**config.mk**
```make
export PLATFORM = sky130hd
export DESIGN_NAME = kse_event_status
export DESIGN_NICKNAME = d
export VERILOG_FILES = /design/src/common/kse_pkg.sv /design/src/design/kse_event_status.sv /design/src/design/kse_sticky.sv
export SDC_FILE = /design/constraint.sdc
export NUM_CORES = 1
export LEC_CHECK = 0
export BUFFER_PORTS_ARGS = -buffer_cell sky130_fd_sc_hd__buf_2
export CORE_MARGIN = 4
export CORE_UTILIZATION = 49
export CTS_BUF_LIST = sky130_fd_sc_hd__clkbuf_4
export DETAILED_ROUTE_END_ITERATION = 10
export GPL_TIMING_DRIVEN = 0
export PLACE_DENSITY_LB_ADDON = 0.08
export SLEW_MARGIN = 15
export SYNTH_ARGS = -nofsm -noshare
export SYNTH_HDL_FRONTEND = slang
export SYNTH_SLANG_ARGS = --single-unit
```
**constraint.sdc**
```tcl
create_clock -name sys_clk -period 1.55 [get_ports sys_clk]
set_clock_uncertainty 0.05 [all_clocks]
set_input_delay 0.155 -clock sys_clk [delete_from_list [all_inputs] [get_ports sys_clk]]
set_output_delay 0.155 -clock sys_clk [all_outputs]
set_load 0.02 [all_outputs]
```
**src/common/kse_pkg.sv**
```systemverilog
/*
 event status and enable block: shared constants.
 assumes the programming port decodes a word offset and strobes.
*/
`default_nettype none
package kse_pkg;
   localparam int unsigned EVT_W = 15;
   localparam int unsigned DATA_W = 32;
   localparam int unsigned ADDR_W = 12;
   localparam logic [11:0] OFF_STATUS = 12'h004;
   localparam logic [11:0] OFF_ENABLE = 12'h008;
   localparam logic [11:0] OFF_CLEAR = 12'h00c;
   localparam logic [14:0] ENABLE_RST = 15'h0000;
   localparam logic [14:0] STATUS_RST = 15'h0000;
   localparam int unsigned BIT_DEST_UNALIGNED = 14;
   localparam int unsigned BIT_HW_OUT_OF_RANGE = 13;
   localparam int unsigned BIT_WR_INVALIDATED = 12;
   localparam int unsigned BIT_MULTI_WRITE = 11;
   localparam int unsigned BIT_INVAL_EXPORT = 10;
   localparam int unsigned BIT_DEST_UNSET = 9;
   localparam int unsigned BIT_COUNT_MISMATCH = 8;
   localparam int unsigned BIT_NOT_LOCKED = 7;
   localparam int unsigned BIT_NOT_READY = 6;
   localparam int unsigned BIT_BUS_ERROR = 5;
   localparam int unsigned BIT_DEST_UNSUP = 4;
   localparam int unsigned BIT_GEN_PARITY = 3;
   localparam int unsigned BIT_RF_PARITY = 2;
   localparam int unsigned BIT_WHILE_BUSY = 1;
   localparam int unsigned BIT_DONE = 0;
endpackage : kse_pkg
`default_nettype wire

```
**src/design/kse_event_status.sv**
```systemverilog
/*
 event status, enable and clear registers with the combined interrupt
 and parity error outputs.
 assumes event inputs are single-cycle pulses from the exporter, slot
 storage, generator and register file; register access is a simple
 synchronous strobe port with a word offset, read data one cycle later.
*/
`default_nettype none
// Notes on behaviour
// - unaligned destination address written sets status bit 14.
// - hardware key port write beyond key words sets status bit 13.
// - root-of-trust write to invalidated slot sets status bit 12.
// - any key word written more than once sets status bit 11.
// - invalidating a slot during its export sets status bit 10.
// - unprogrammed destination address sets status bit 9.
// - key word count disagreeing with slot config sets status bit 8.
// - slot not locked sets status bit 7.
// - export request from a not-ready slot sets status bit 6.
// - bus error response during export write sets status bit 5.
// - unsupported destination address sets status bit 4.
// - generator parity error sets bit 3 and raises parity output.
// - register file parity error sets bit 2 and raises parity output.
// - export request while busy sets bit 1; running export continues.
// - finished export sets status bit 0.
// - interrupt high when any status bit and its enable are set.
// - enable register at 0x008, bits 14..0, reset zero.
// - clear register at 0x00c, write one clears, reads zero.
module kse_event_status #(
   parameter int unsigned EVT_W = kse_pkg::EVT_W
) (
   input wire logic sys_clk,
   input wire logic arst_n,
   input wire logic reg_sel,
   input wire logic reg_write,
   input wire logic [11:0] reg_addr,
   input wire logic [31:0] reg_wdata,
   output logic [31:0] reg_rdata,
   input wire logic dest_addr_unaligned,
   input wire logic hw_port_write_out_of_range,
   input wire logic write_to_invalidated_slot,
   input wire logic key_word_multi_write,
   input wire logic invalidate_during_export,
   input wire logic dest_addr_unset,
   input wire logic key_word_count_mismatch,
   input wire logic slot_not_locked,
   input wire logic export_not_ready,
   input wire logic export_bus_error,
   input wire logic dest_addr_unsupported,
   input wire logic generator_parity_error,
   input wire logic regfile_parity_error,
   input wire logic export_while_busy,
   input wire logic export_done,
   output logic irq_o,
   output logic parity_err_o
);
   if (EVT_W != kse_pkg::EVT_W) begin : g_bad_width
      $error("kse_event_status: EVT_W fixed");
   end

   logic [EVT_W-1:0] evt_set;
   logic [EVT_W-1:0] evt_clr;
   logic [EVT_W-1:0] event_status_reg;
   logic [EVT_W-1:0] event_enable_r;
   logic wr_enable;
   logic wr_clear;

   function automatic logic hit(input logic [11:0] a,
                                input logic [11:0] off);
      hit = (a == off);
   endfunction : hit

   assign wr_enable = reg_sel && reg_write && hit(reg_addr,
                                                  kse_pkg::OFF_ENABLE);
   assign wr_clear = reg_sel && reg_write && hit(reg_addr,
                                                 kse_pkg::OFF_CLEAR);

   always_comb begin
      evt_set = '0;
      evt_set[kse_pkg::BIT_DEST_UNALIGNED] = dest_addr_unaligned;
      evt_set[kse_pkg::BIT_HW_OUT_OF_RANGE] =
         hw_port_write_out_of_range;
      evt_set[kse_pkg::BIT_WR_INVALIDATED] =
         write_to_invalidated_slot;
      evt_set[kse_pkg::BIT_MULTI_WRITE] = key_word_multi_write;
      evt_set[kse_pkg::BIT_INVAL_EXPORT] = invalidate_during_export;
      evt_set[kse_pkg::BIT_DEST_UNSET] = dest_addr_unset;
      evt_set[kse_pkg::BIT_COUNT_MISMATCH] = key_word_count_mismatch;
      evt_set[kse_pkg::BIT_NOT_LOCKED] = slot_not_locked;
      evt_set[kse_pkg::BIT_NOT_READY] = export_not_ready;
      evt_set[kse_pkg::BIT_BUS_ERROR] = export_bus_error;
      evt_set[kse_pkg::BIT_DEST_UNSUP] = dest_addr_unsupported;
      evt_set[kse_pkg::BIT_GEN_PARITY] = generator_parity_error;
      evt_set[kse_pkg::BIT_RF_PARITY] = regfile_parity_error;
      // flag only; the exporter keeps running its current job
      evt_set[kse_pkg::BIT_WHILE_BUSY] = export_while_busy;
      evt_set[kse_pkg::BIT_DONE] = export_done;
   end

   // write one clears, zero leaves the bit alone
   assign evt_clr = wr_clear ? reg_wdata[EVT_W-1:0] : '0;

   kse_sticky #(
      .WIDTH(EVT_W)
   ) u_sticky (
      .sys_clk(sys_clk),
      .arst_n(arst_n),
      .set_i(evt_set),
      .clr_i(evt_clr),
      .flag_o(event_status_reg)
   );

   always_ff @(posedge sys_clk or negedge arst_n) begin
      if (!arst_n) begin
         event_enable_r <= kse_pkg::ENABLE_RST;
      end else if (wr_enable) begin
         event_enable_r <= reg_wdata[EVT_W-1:0];
      end
   end

   // registered so the pin never glitches on status/enable updates
   always_ff @(posedge sys_clk or negedge arst_n) begin
      if (!arst_n) begin
         irq_o <= 1'b0;
      end else begin
         irq_o <= |(event_status_reg & event_enable_r);
      end
   end

   // alarm path ignores the enables on purpose
   always_ff @(posedge sys_clk or negedge arst_n) begin
      if (!arst_n) begin
         parity_err_o <= 1'b0;
      end else begin
         parity_err_o <= event_status_reg[kse_pkg::BIT_GEN_PARITY] |
                         event_status_reg[kse_pkg::BIT_RF_PARITY];
      end
   end

   always_ff @(posedge sys_clk or negedge arst_n) begin
      if (!arst_n) begin
         reg_rdata <= '0;
      end else if (reg_sel && !reg_write) begin
         reg_rdata <= '0;
         if (hit(reg_addr, kse_pkg::OFF_STATUS)) begin
            reg_rdata <= {{(kse_pkg::DATA_W-EVT_W){1'b0}},
                          event_status_reg};
         end else if (hit(reg_addr, kse_pkg::OFF_ENABLE)) begin
            reg_rdata <= {{(kse_pkg::DATA_W-EVT_W){1'b0}},
                          event_enable_r};
         end
      end
   end

   // every bit of the row behaves alike, so check them all
   genvar b;
   generate
      for (b = 0; b < EVT_W; b++) begin : g_bit_chk

      end
   endgenerate
endmodule : kse_event_status
`default_nettype wire

```
**src/design/kse_sticky.sv**
```systemverilog
/*
 one row of write-one-to-clear sticky event flags.
 assumes events and clears are single-cycle, synchronous to sys_clk.
*/
`default_nettype none
module kse_sticky #(
   parameter int unsigned WIDTH = 15
) (
   input wire logic sys_clk,
   input wire logic arst_n,
   input wire logic [WIDTH-1:0] set_i,
   input wire logic [WIDTH-1:0] clr_i,
   output logic [WIDTH-1:0] flag_o
);
   if (WIDTH < 1) begin : g_bad_width
      $error("kse_sticky: WIDTH must be at least 1");
   end

   genvar g;
   generate
      for (g = 0; g < WIDTH; g++) begin : g_bit
         // set beats clear so a coincident event is never lost
         always_ff @(posedge sys_clk or negedge arst_n) begin
            if (!arst_n) begin
               flag_o[g] <= 1'b0;
            end else if (set_i[g]) begin
               flag_o[g] <= 1'b1;
            end else if (clr_i[g]) begin
               flag_o[g] <= 1'b0;
            end
         end
      end
   endgenerate
endmodule : kse_sticky
`default_nettype wire

```
---- Word level (Yosys, flattened, before mapping) ----
Index checks and enable logic that the tools add are counted.
W data, S select, Z words.
cells by class
  bitwise operators ....................... 2
  equal/unequal tests ..................... 3
  reduce and logical (&&, ||, !) cells .... 21
  multiplexer cells ....................... 33
operators by type and width
  kind                   number
  $mux W15               3
  $mux W1                30
  $reduce_bool A2 Y1     15
  $eq A12 B4 Y1 const B  2
  $and A15 B15 Y15       1
  $reduce_or A15 Y1      1
  $eq A12 B3 Y1 const B  1
  $logic_and A1 B1 Y1    4
  $logic_not A1 Y1       1
  $or A1 B1 Y1           1
word-level totals
  output and inout bits ................... 34
  flip-flop bits (word level) ............. 64
  word-level logic and storage cells ...... 78

---- Depth between registers and ports, before layout ----
Gate-level depths: netlist (run 1).
  word-level depth ........................ 5
  depth in mapped cells ................... 4
  gate-level depth less buffers ........... 3

---- Cells and area by module ----
A second synthesis (run 1) with hierarchy kept.
unflattened totals
  cell total of the unflattened synthesis .. 182
  area total of the unflattened synthesis .. 2224.6 um^2
modules (own cells, without submodules)
  module            instances  cells an instance  seq. area each (um^2)  area an instance (um^2)
  kse_event_status  1          137                800.8                  1680.4
  kse_sticky        1          45                 375.4                  544.3

---- Worst setup path after synthesis (run 1) ----
Ideal clock, no wire load.
  kind .................................... input -> register
  from .................................... input port reg_addr[1]
  to ...................................... register event_enable_r[10]
  cell stages on the path ................. 4
  library setup time ...................... 0.125 ns
  setup slack ............................. -0.319 ns
  path buffers ............................ 1
  arrival ................................. 1.694 ns
  cells stage by stage .................... or4_4 > nor4_4 > buf_6 > mux2_2
on the way
  longest elaborated chain between the ends .. 2
ends and longest elaborated chain
  item                  RTL line                 text
  from (decl)           kse_event_status.sv:35   input wire logic [11:0] reg_addr,
  $eq A12 B4 Y1         kse_event_status.sv:69   hit = (a == off);
  $logic_and A1 B1 Y1   kse_event_status.sv:72   assign wr_enable = reg_sel && reg_write && hit(reg_addr,
  to (signal assigned)  kse_event_status.sv:114  event_enable_r <= kse_pkg::ENABLE_RST;
  to (signal assigned)  kse_event_status.sv:116  event_enable_r <= reg_wdata[EVT_W-1:0];
  to (decl)             kse_event_status.sv:63   logic [EVT_W-1:0] event_enable_r;
Every way passes these cells.
A chain may end at the register's enable or synchronous reset.

---- Final worst setup path (run 1) ----
  from .................................... input port reg_addr[2]
  to ...................................... register event_enable_r[13]
The elaborated chain is that of the path after synthesis.

==> results of run 1 <==
## metrics by stage
| step | hold WS [ns] | instance area (sq um) | utilization, % |
|---|---|---|---|
| floorplan | -0.191 | 2250 | - |
| global placement | 0.298 | 2630 | 60.7 |
| detailed placement | 0.306 | 2630 | 60.7 |
| CTS | 0.355 | 3020 | 69.9 |
| global route | 0.310 | 3060 | 70.8 |
| finish | 0.270 | 3060 | 70.8 |
## state kept, by name, summed over array words and instances (netlist names)
name,flops
event_enable_r,15
parity_err_o,1
u_sticky.flag_o,15
reg_rdata,15
irq_o,1
## placed cells by master (no fill, tap or decap), types with 2 or more instances in the layout
master,netlist,layout
a31oi_1,15,15
a22oi_1,4,4
nor2_1,15,15
and2_0,15,15
clkbuf_4,0,5
buf_6,2,3
clkinv_2,0,2
inv_1,15,15
or3b_2,3,3
buf_4,18,25
buf_2,1,61
or4_4,2,2
dfrtp_1,47,47
a221o_1,15,15
conb_1,1,17
nor4_4,2,4
mux2_2,15,15
dlygate4sd3_1,0,31
## power by group through the flow
stage                     Combinational (mW)  Clock, mW  Sequential (mW)
after global placement                 0.198          0             1.25
final                                  0.265      0.576             1.23
after floorplan                       0.0979          0             1.25
after detailed placement               0.200          0             1.25
after global routing                   0.292      0.656             1.23
after CTS                              0.263      0.597             1.23
## how the worst max path moves through the flow
| stage | from | endpoint | slack [ns] | cells after the start |
|---|---|---|---|---|
| 5_1_grt | reg_addr[2] | event_enable_r[14] | -0.02 | 6 |
| 3_3_place_gp | reg_addr[2] | event_enable_r[13] | -0.65 | 5 |
| 3_5_place_dp | reg_addr[1] | event_enable_r[12] | -0.67 | 5 |
| 4_1_cts | reg_addr[1] | event_enable_r[0] | -0.03 | 5 |
| 2_1_floorplan | reg_addr[1] | event_enable_r[10] | -0.30 | 4 |
| 6_report | reg_addr[2] | event_enable_r[13] | 0.0003 | 6 |
## cell type report
| cell class | count | share of cell area [%] |
|---|---|---|
| buffer | 22 | 5.52 |
| clock buffer | 5 | 1.23 |
| clock inverter | 3 | 0.613 |
| inverter | 15 | 1.84 |
| multi-input combinational | 115 | 28.3 |
| sequential | 47 | 38.4 |
| tap | 52 | 2.13 |
| timing repair buffer | 99 | 22.0 |
## metal layers
metal,routed length (um),global-route usage [%],vias to the layer above
met5,0,0,-
met4,70,6.13,0
met3,360,4.41,8
met2,2590,32.1,77
met1,2220,26.8,858
li1,-,-,876
## repair_timing
action | CTS | global route
pin swaps | 2 | 3
hold buffers | 31 | 0
resized for setup | 2 | 3
endpoints found under the hold margin | 77 | 0
setup endpoints to repair | 31 | 25
cloned | 0 | 1
setup buffers | 2 | 3
## cell families after synthesis
family                 Yosys count
and+or+nand+nor                 46
AOI/OAI and AO/OA               37
DFF                             47
buffers and inverters           37
muxes                           15
other                            1
==> summary.txt, run 1 <==
STA
  – Slew @ Worst Pin: between 0.5 and 0.6 ns
  – RSZ-0062 raised after global routing: true
  – Min Tclk post-route: 1.55 ns
  – TNS Setup: 0 ns
  – Fin crit share: about 100%
  – Fin. max-slew vios: 0
  – Rel. slew slack: 61.1%
  – Max Clock Freq: around 0.65 GHz
  – Fin. Hold Viols: 0
  – Final setup fails: 0
  – Worst setup margin: 0.000280 ns

Global route
  – Gr ovfl total: 0
  – Largest net degree at the start of global routing: 48
  – Global-route usage over all layers: 19.8%
  – Initial antenna violation count: 0
  – Vias in the first global route: 1685
  – Global-route wire length before repair: 8.21 mm

Die
  – Rows: 24
  – Initial Utilization: approximately half
  – Die Height: 74.8 um
  – CORE AREA: 0.00432 sq mm
  – Die W: roughly 75 um
  – Boundary Pins: 97
  – Die area: between 0.005 and 0.006 sq mm

Pwr
  – Pwr per Cell Area: 676 mW/mm^2
  – Power, Total: between 2 and 2.5 mW
  – Sequential fraction of design power: 59.4%
  – Clock group share of total power: between 20% and 30%
  – Psw: approximately 530 uW
  – Internal power: 1.54 mW
  – Worst vdd ir: 340 uV
  – P_leak: 1.57 nW
  – Combinational group share of total power: 12.8%
  – Net Sw Frac: between 20% and 30%

Critical path
  – Critical path startpoint category: input port
  – Crit Path Class: in2reg
  – R2R cell count: 3
  – Worst r2r src: u_sticky.flag_o[9]
  – Element type at the critical path end: flip-flop
  – Crit-path cells: buf_2 -> or4b_4 -> nor4_4 -> buf_4 -> buf_4 -> mux2_2
  – CP most frequent cell: buf_4
  – Peak per-stage delay on the critical path: 0.57 ns
  – Slowest CP cell: or4b_4
  – Critical path arrival: approximately 1.8 ns
  – R2R setup slack: ~0.32 ns
  – WP buf/inv: 3
  – Kind of cell adding the most delay to the critical path: simple AND/OR/NAND/NOR gates
  – Worst flop-to-flop path endpoint: irq_o
  – Required time of the worst setup path: around 1.8 ns
  – Worst-path maximum fanout: 5

Finish
  – Layout Cells excl Fill: between 300 and 400
  – Fillers: 328
  – Layout cells sized above 1: 40.2%
  – Area Growth Syn to Fin: 39.9%
  – Diodes inserted: 0
  – Area taken by multi-input logic gates: 866 sq um
  – Register Area: 0.00118 sq mm
  – Final nets: 368

Detailed routing
  – Drt first-iter violations: about 130
  – Vias: 1819
  – Final WL: 5.24 mm
  – First-pass DRT Iterations: 4
  – Routed Antenna Nets: 0
  – Vias per inst: just over 5
  – Wirelength per Cell: about 15 um
  – Drt drc: 0

Logic synthesis
  – Synth Flop Type: dfrtp_1
  – Mux cell area share after synthesis: under 10%
  – Number of synthesized flops with an enable pin: 0
  – Post-Synth Adder-Cell Area: 0%
  – Top area cells in the synthesized netlist: dfrtp_1, mux2_2, a221o_1
  – Synth Register Bits: 47
  – Post-synth top area share: ~54%
  – Register area share after synthesis: between 50 and 60%
  – Post-synth cell types: 27
  – Post-Synthesis Cells: approximately 180
  – Largest area contributor in the netlist: dfrtp_1
  – Post-synth top cells: dfrtp_1, buf_4
  – Simple-gate share of the synthesized area: 14.4%
  – XOR/XNOR share of the synthesized area: 0%
  – Largest family of logic cells by synthesized area: simple AND/OR/NAND/NOR gates
  – Post-Syn Area per Cell: 12.0 sq um
  – Synthesized area: 0.00219 sq mm
  – Ys async rst share: 100%
  – Most frequent cell after synthesis: dfrtp_1
  – Synth Area in Compound Gates: 13.8%
  – Syn. warnings: 0

Clock tree
  – CTS tree: built
  – Clock Pin Slew Worst Setup and Hold Paths: 0.13 ns
  – Root buffer cell: clkbuf_4
  – Clock Latency Late Sink: approximately 0.36 ns
  – CTS buffer count: 5
  – Clock Path Buffers: 2
  – Clk sinks: 47
  – Number of H-tree levels: 2

Worst hold path
  – HP Class: in2async

Status
  – Outcome: finished clean

Place
  – Hpwl dp: 3.53 mm
  – GPL Wtd Cong: 0.736
  – Pre-CTS setup slack: -0.672 ns
  – Port bufs: 62
  – Placed insts: 313

Flow run
  – MaxCap Viol Count: 0
Note: power is estimated with default switching activity, not from simulation.
==> run 2, diff against run 1 <==
- ABC_AREA: unset -> 1
- CORE_UTILIZATION: 49 -> 50
- GPL_TIMING_DRIVEN: 0 -> unset
==> run 2 against run 1 <==
- design area grew 3.9%
- synthesized cell count increased by 75%
- clock power fell by 5.2%
- largest power group unchanged
==> summary.txt, run 2 <==
Status
  – Outcome: finished clean

Global route
  – Largest net degree at the start of global routing: 30 (-38%)
  – Initial antenna violation count: 0 (unchanged)
  – Global-route wire length before repair: 10.4 mm (+27%)
  – Global-route usage over all layers: 21.3% (+1.4 points)
  – Gr ovfl total: 0 (unchanged)
  – Vias in the first global route: 2217 (+32%)

Detailed routing
  – Drt first-iter violations: 153 (+16%)
  – Drt drc: 0 (unchanged)
  – Vias per inst: 4.87 (-4.2%)
  – First-pass DRT Iterations: 4 (unchanged)
  – Wirelength per Cell: 12.9 um (-12%)
  – Final WL: 6.20 mm (+18%)
  – Vias: 2345 (+29%)
  – Routed Antenna Nets: 0 (unchanged)

Critical path
  – Worst r2r src: u_sticky.flag_o[9]
  – Crit. Startpoint: reg_rdata[14]
  – Crit-path cells: buf_2
  – Element type at the critical path end: output port
  – R2R cell count: 4 (+1)
  – Required time of the worst setup path: 1.34 ns (-0.42 ns)
  – Critical path startpoint category: flip-flop
  – Crit Path Class: reg2out
  – Peak per-stage delay on the critical path: 0.41 ns (-0.16 ns)
  – Worst-path maximum fanout: 2 (-3)
  – WP depth: 1 (-5)
  – Slowest CP cell: dfrtp_1
  – Critical path arrival: 0.93 ns (-0.83 ns)
  – Kind of cell adding the most delay to the critical path: flip-flops
  – WP buf/inv: 1 (-2)

Finish
  – Diodes inserted: 0 (unchanged)
  – Register Area: 0.00118 sq mm (unchanged)
  – Area taken by multi-input logic gates: 0.00108 sq mm (+25%)
  – Area Growth Syn to Fin: 27.4%
  – Regs by FF count: event_enable_r (15), reg_rdata (15), u_sticky.flag_o (15)
  – Most frequent cells in the layout: nand2_1, buf_2, dfrtp_1, nand3_1, dlygate4sd3_1
  – Fillers: 427 (+30%)
  – Final nets: 477 (+30%)
  – Layout cells sized above 1: 22.2% (-18 points)
  – Commonest non-fill, non-tap cell in the layout: nand2_1
  – Layout Cells excl Fill: 482 (+35%)

Pwr
  – Worst vdd ir: 411 uV (+21%)
  – Pwr per Cell Area: 645 mW/mm^2 (-4.7%)
  – P_leak: 1.87 nW (+19%)

Die
  – CORE AREA: 0.00479 sq mm (+11%)
  – Die W: 78.7 um (+5.1%)
  – Die area: 0.00619 sq mm (+11%)
  – Rows: 25 (+4.2%)
  – Boundary Pins: 97 (unchanged)
  – Initial Utilization: 52.2% (+1.6 points)
  – Die Height: 78.7 um (+5.1%)

STA
  – TNS Setup: 0 ns (unchanged)
  – RSZ-0062 raised after global routing: false
  – Min Tclk post-route: 1.13 ns (-0.416 ns)
  – Fin. max-slew vios: 0 (unchanged)
  – Fin crit share: 73.2% (-27 points)
  – Max Clock Freq: 0.882 GHz (+37%)
  – Final setup fails: 0 (unchanged)
  – Fin. Hold Viols: 0 (unchanged)

Logic synthesis
  – Synthesized area: 0.00250 sq mm (+14%)
  – Post-synth cell types: 23 (-15%)
  – Synth Area in Compound Gates: 3.56% (-10 points)
  – Most frequent cell after synthesis: nand2_1
  – Post-Synth Adder-Cell Area: 0% (unchanged)
  – Post-synth top area share: 47.1% (-6.7 points)
  – XOR/XNOR share of the synthesized area: 0% (unchanged)
  – Number of synthesized flops with an enable pin: 0 (unchanged)
  – Register area share after synthesis: 47.1% (-6.7 points)
  – Synth Flop Type: dfrtp_1
  – Largest family of logic cells by synthesized area: simple AND/OR/NAND/NOR gates
  – Post-synth top cells: nand2_1, dfrtp_1, nand3_1
  – Syn. warnings: 0 (unchanged)
  – Post-Syn Area per Cell: 7.80 sq um (-35%)
  – Largest area contributor in the netlist: dfrtp_1
  – Mux cell area share after synthesis: 0% (-7.7 points)
  – Simple-gate share of the synthesized area: 37.3% (+23 points)
  – Top area cells in the synthesized netlist: dfrtp_1, nand2_1, nand3_1
  – Post-Synthesis Cells: 320 (+75%)
  – Ys async rst share: 100% (unchanged)
  – Synth Register Bits: 47 (unchanged)

Clock tree
  – Clk sinks: 47 (unchanged)
  – CTS tree: built
  – Clock Pin Slew Worst Setup and Hold Paths: 0.13 ns (about the same)
  – CTS buffer count: 5 (unchanged)
  – Number of H-tree levels: 2 (unchanged)
  – Clock Latency Late Sink: 0.36 ns (about the same)
  – Root buffer cell: clkbuf_4
  – Clock Path Buffers: 2 (unchanged)
  – CTS resizes: 0 (-2)

Place
  – Hpwl dp: 4.11 mm (+16%)
  – GPL Wtd Cong: 0.800 (+8.6%)
  – Placed insts: 443 (+42%)
  – Port bufs: 62 (unchanged)

Worst hold path
  – HP Class: in2async

Flow run
  – MaxCap Viol Count: 0 (unchanged)
-- run 2: cell type report --
| type | instances | area share (%) |
|---|---|---|
| Inverter | 21 | 2.48 |
| Sequential cell | 47 | 37.0 |
| Multi-Input combinational cell | 238 | 34.1 |
| Clock buffer | 5 | 1.18 |
| Tap cell | 67 | 2.64 |
| Clock inverter | 3 | 0.472 |
| Timing Repair Buffer | 101 | 22.2 |
-- run 2: metal layers --
layer  vias to the layer above  share of wire, %  track usage (%)
li1                       1174                 -                -
met1                      1047                44             29.8
met2                       110                46             33.4
met3                        14               8.0             3.10
met4                         0               2.1             8.04
met5                         -                 0                0
-- run 2: metrics by stage --
stage               hold WS (ns)  setup slack [ns]  power, mW  instance area, sq um  utilization, %
finish                     0.206             0.416       2.05                  3180            66.5
global route               0.218             0.346       2.14                  3180            66.5
CTS                        0.200             0.398       2.07                  3180            66.5
global placement          0.0656             0.216       1.46                  2820            58.9
detailed placement        0.0727             0.186       1.46                  2820            58.9
floorplan                 -0.191             0.430       1.38                  2560               -
-- run 2: power breakdown --
group	total (mW)	switching [mW]	internal, mW	leakage (nW)
logic	0.276	0.157	0.118	1.26
registers	1.23	0.000921	1.23	0.573
clock network	0.546	0.377	0.169	0.0347
total	2.05	0.535	1.52	1.87
-- run 2: final timing paths --
kind | to | slack (ns)
worst min-delay path | u_sticky.flag_o[9] | 0.21
min in group sys_clk | event_enable_r[14] | 0.22
max in group asynchronous | reg_rdata[1] | 0.73
worst max register to register | irq_o | 0.42
worst min register to register | reg_rdata[3] | 0.44
worst max-delay path | reg_rdata[14] | 0.42
-- run 2: repair_timing --
| action | in CTS | in global routing |
|---|---|---|
| endpoints found under the hold margin | 48 | 0 |
| hold buffers | 31 | 0 |
| setup buffers | 0 | 0 |
-- run 2: logic make-up (layout without fill, tap and decap cells) --
logic type | count (synthesis) | after routing
buf+inv | 51 | 130
simple gates | 204 | 204
flops | 47 | 47
other cells | 1 | 17
compound gates | 17 | 17
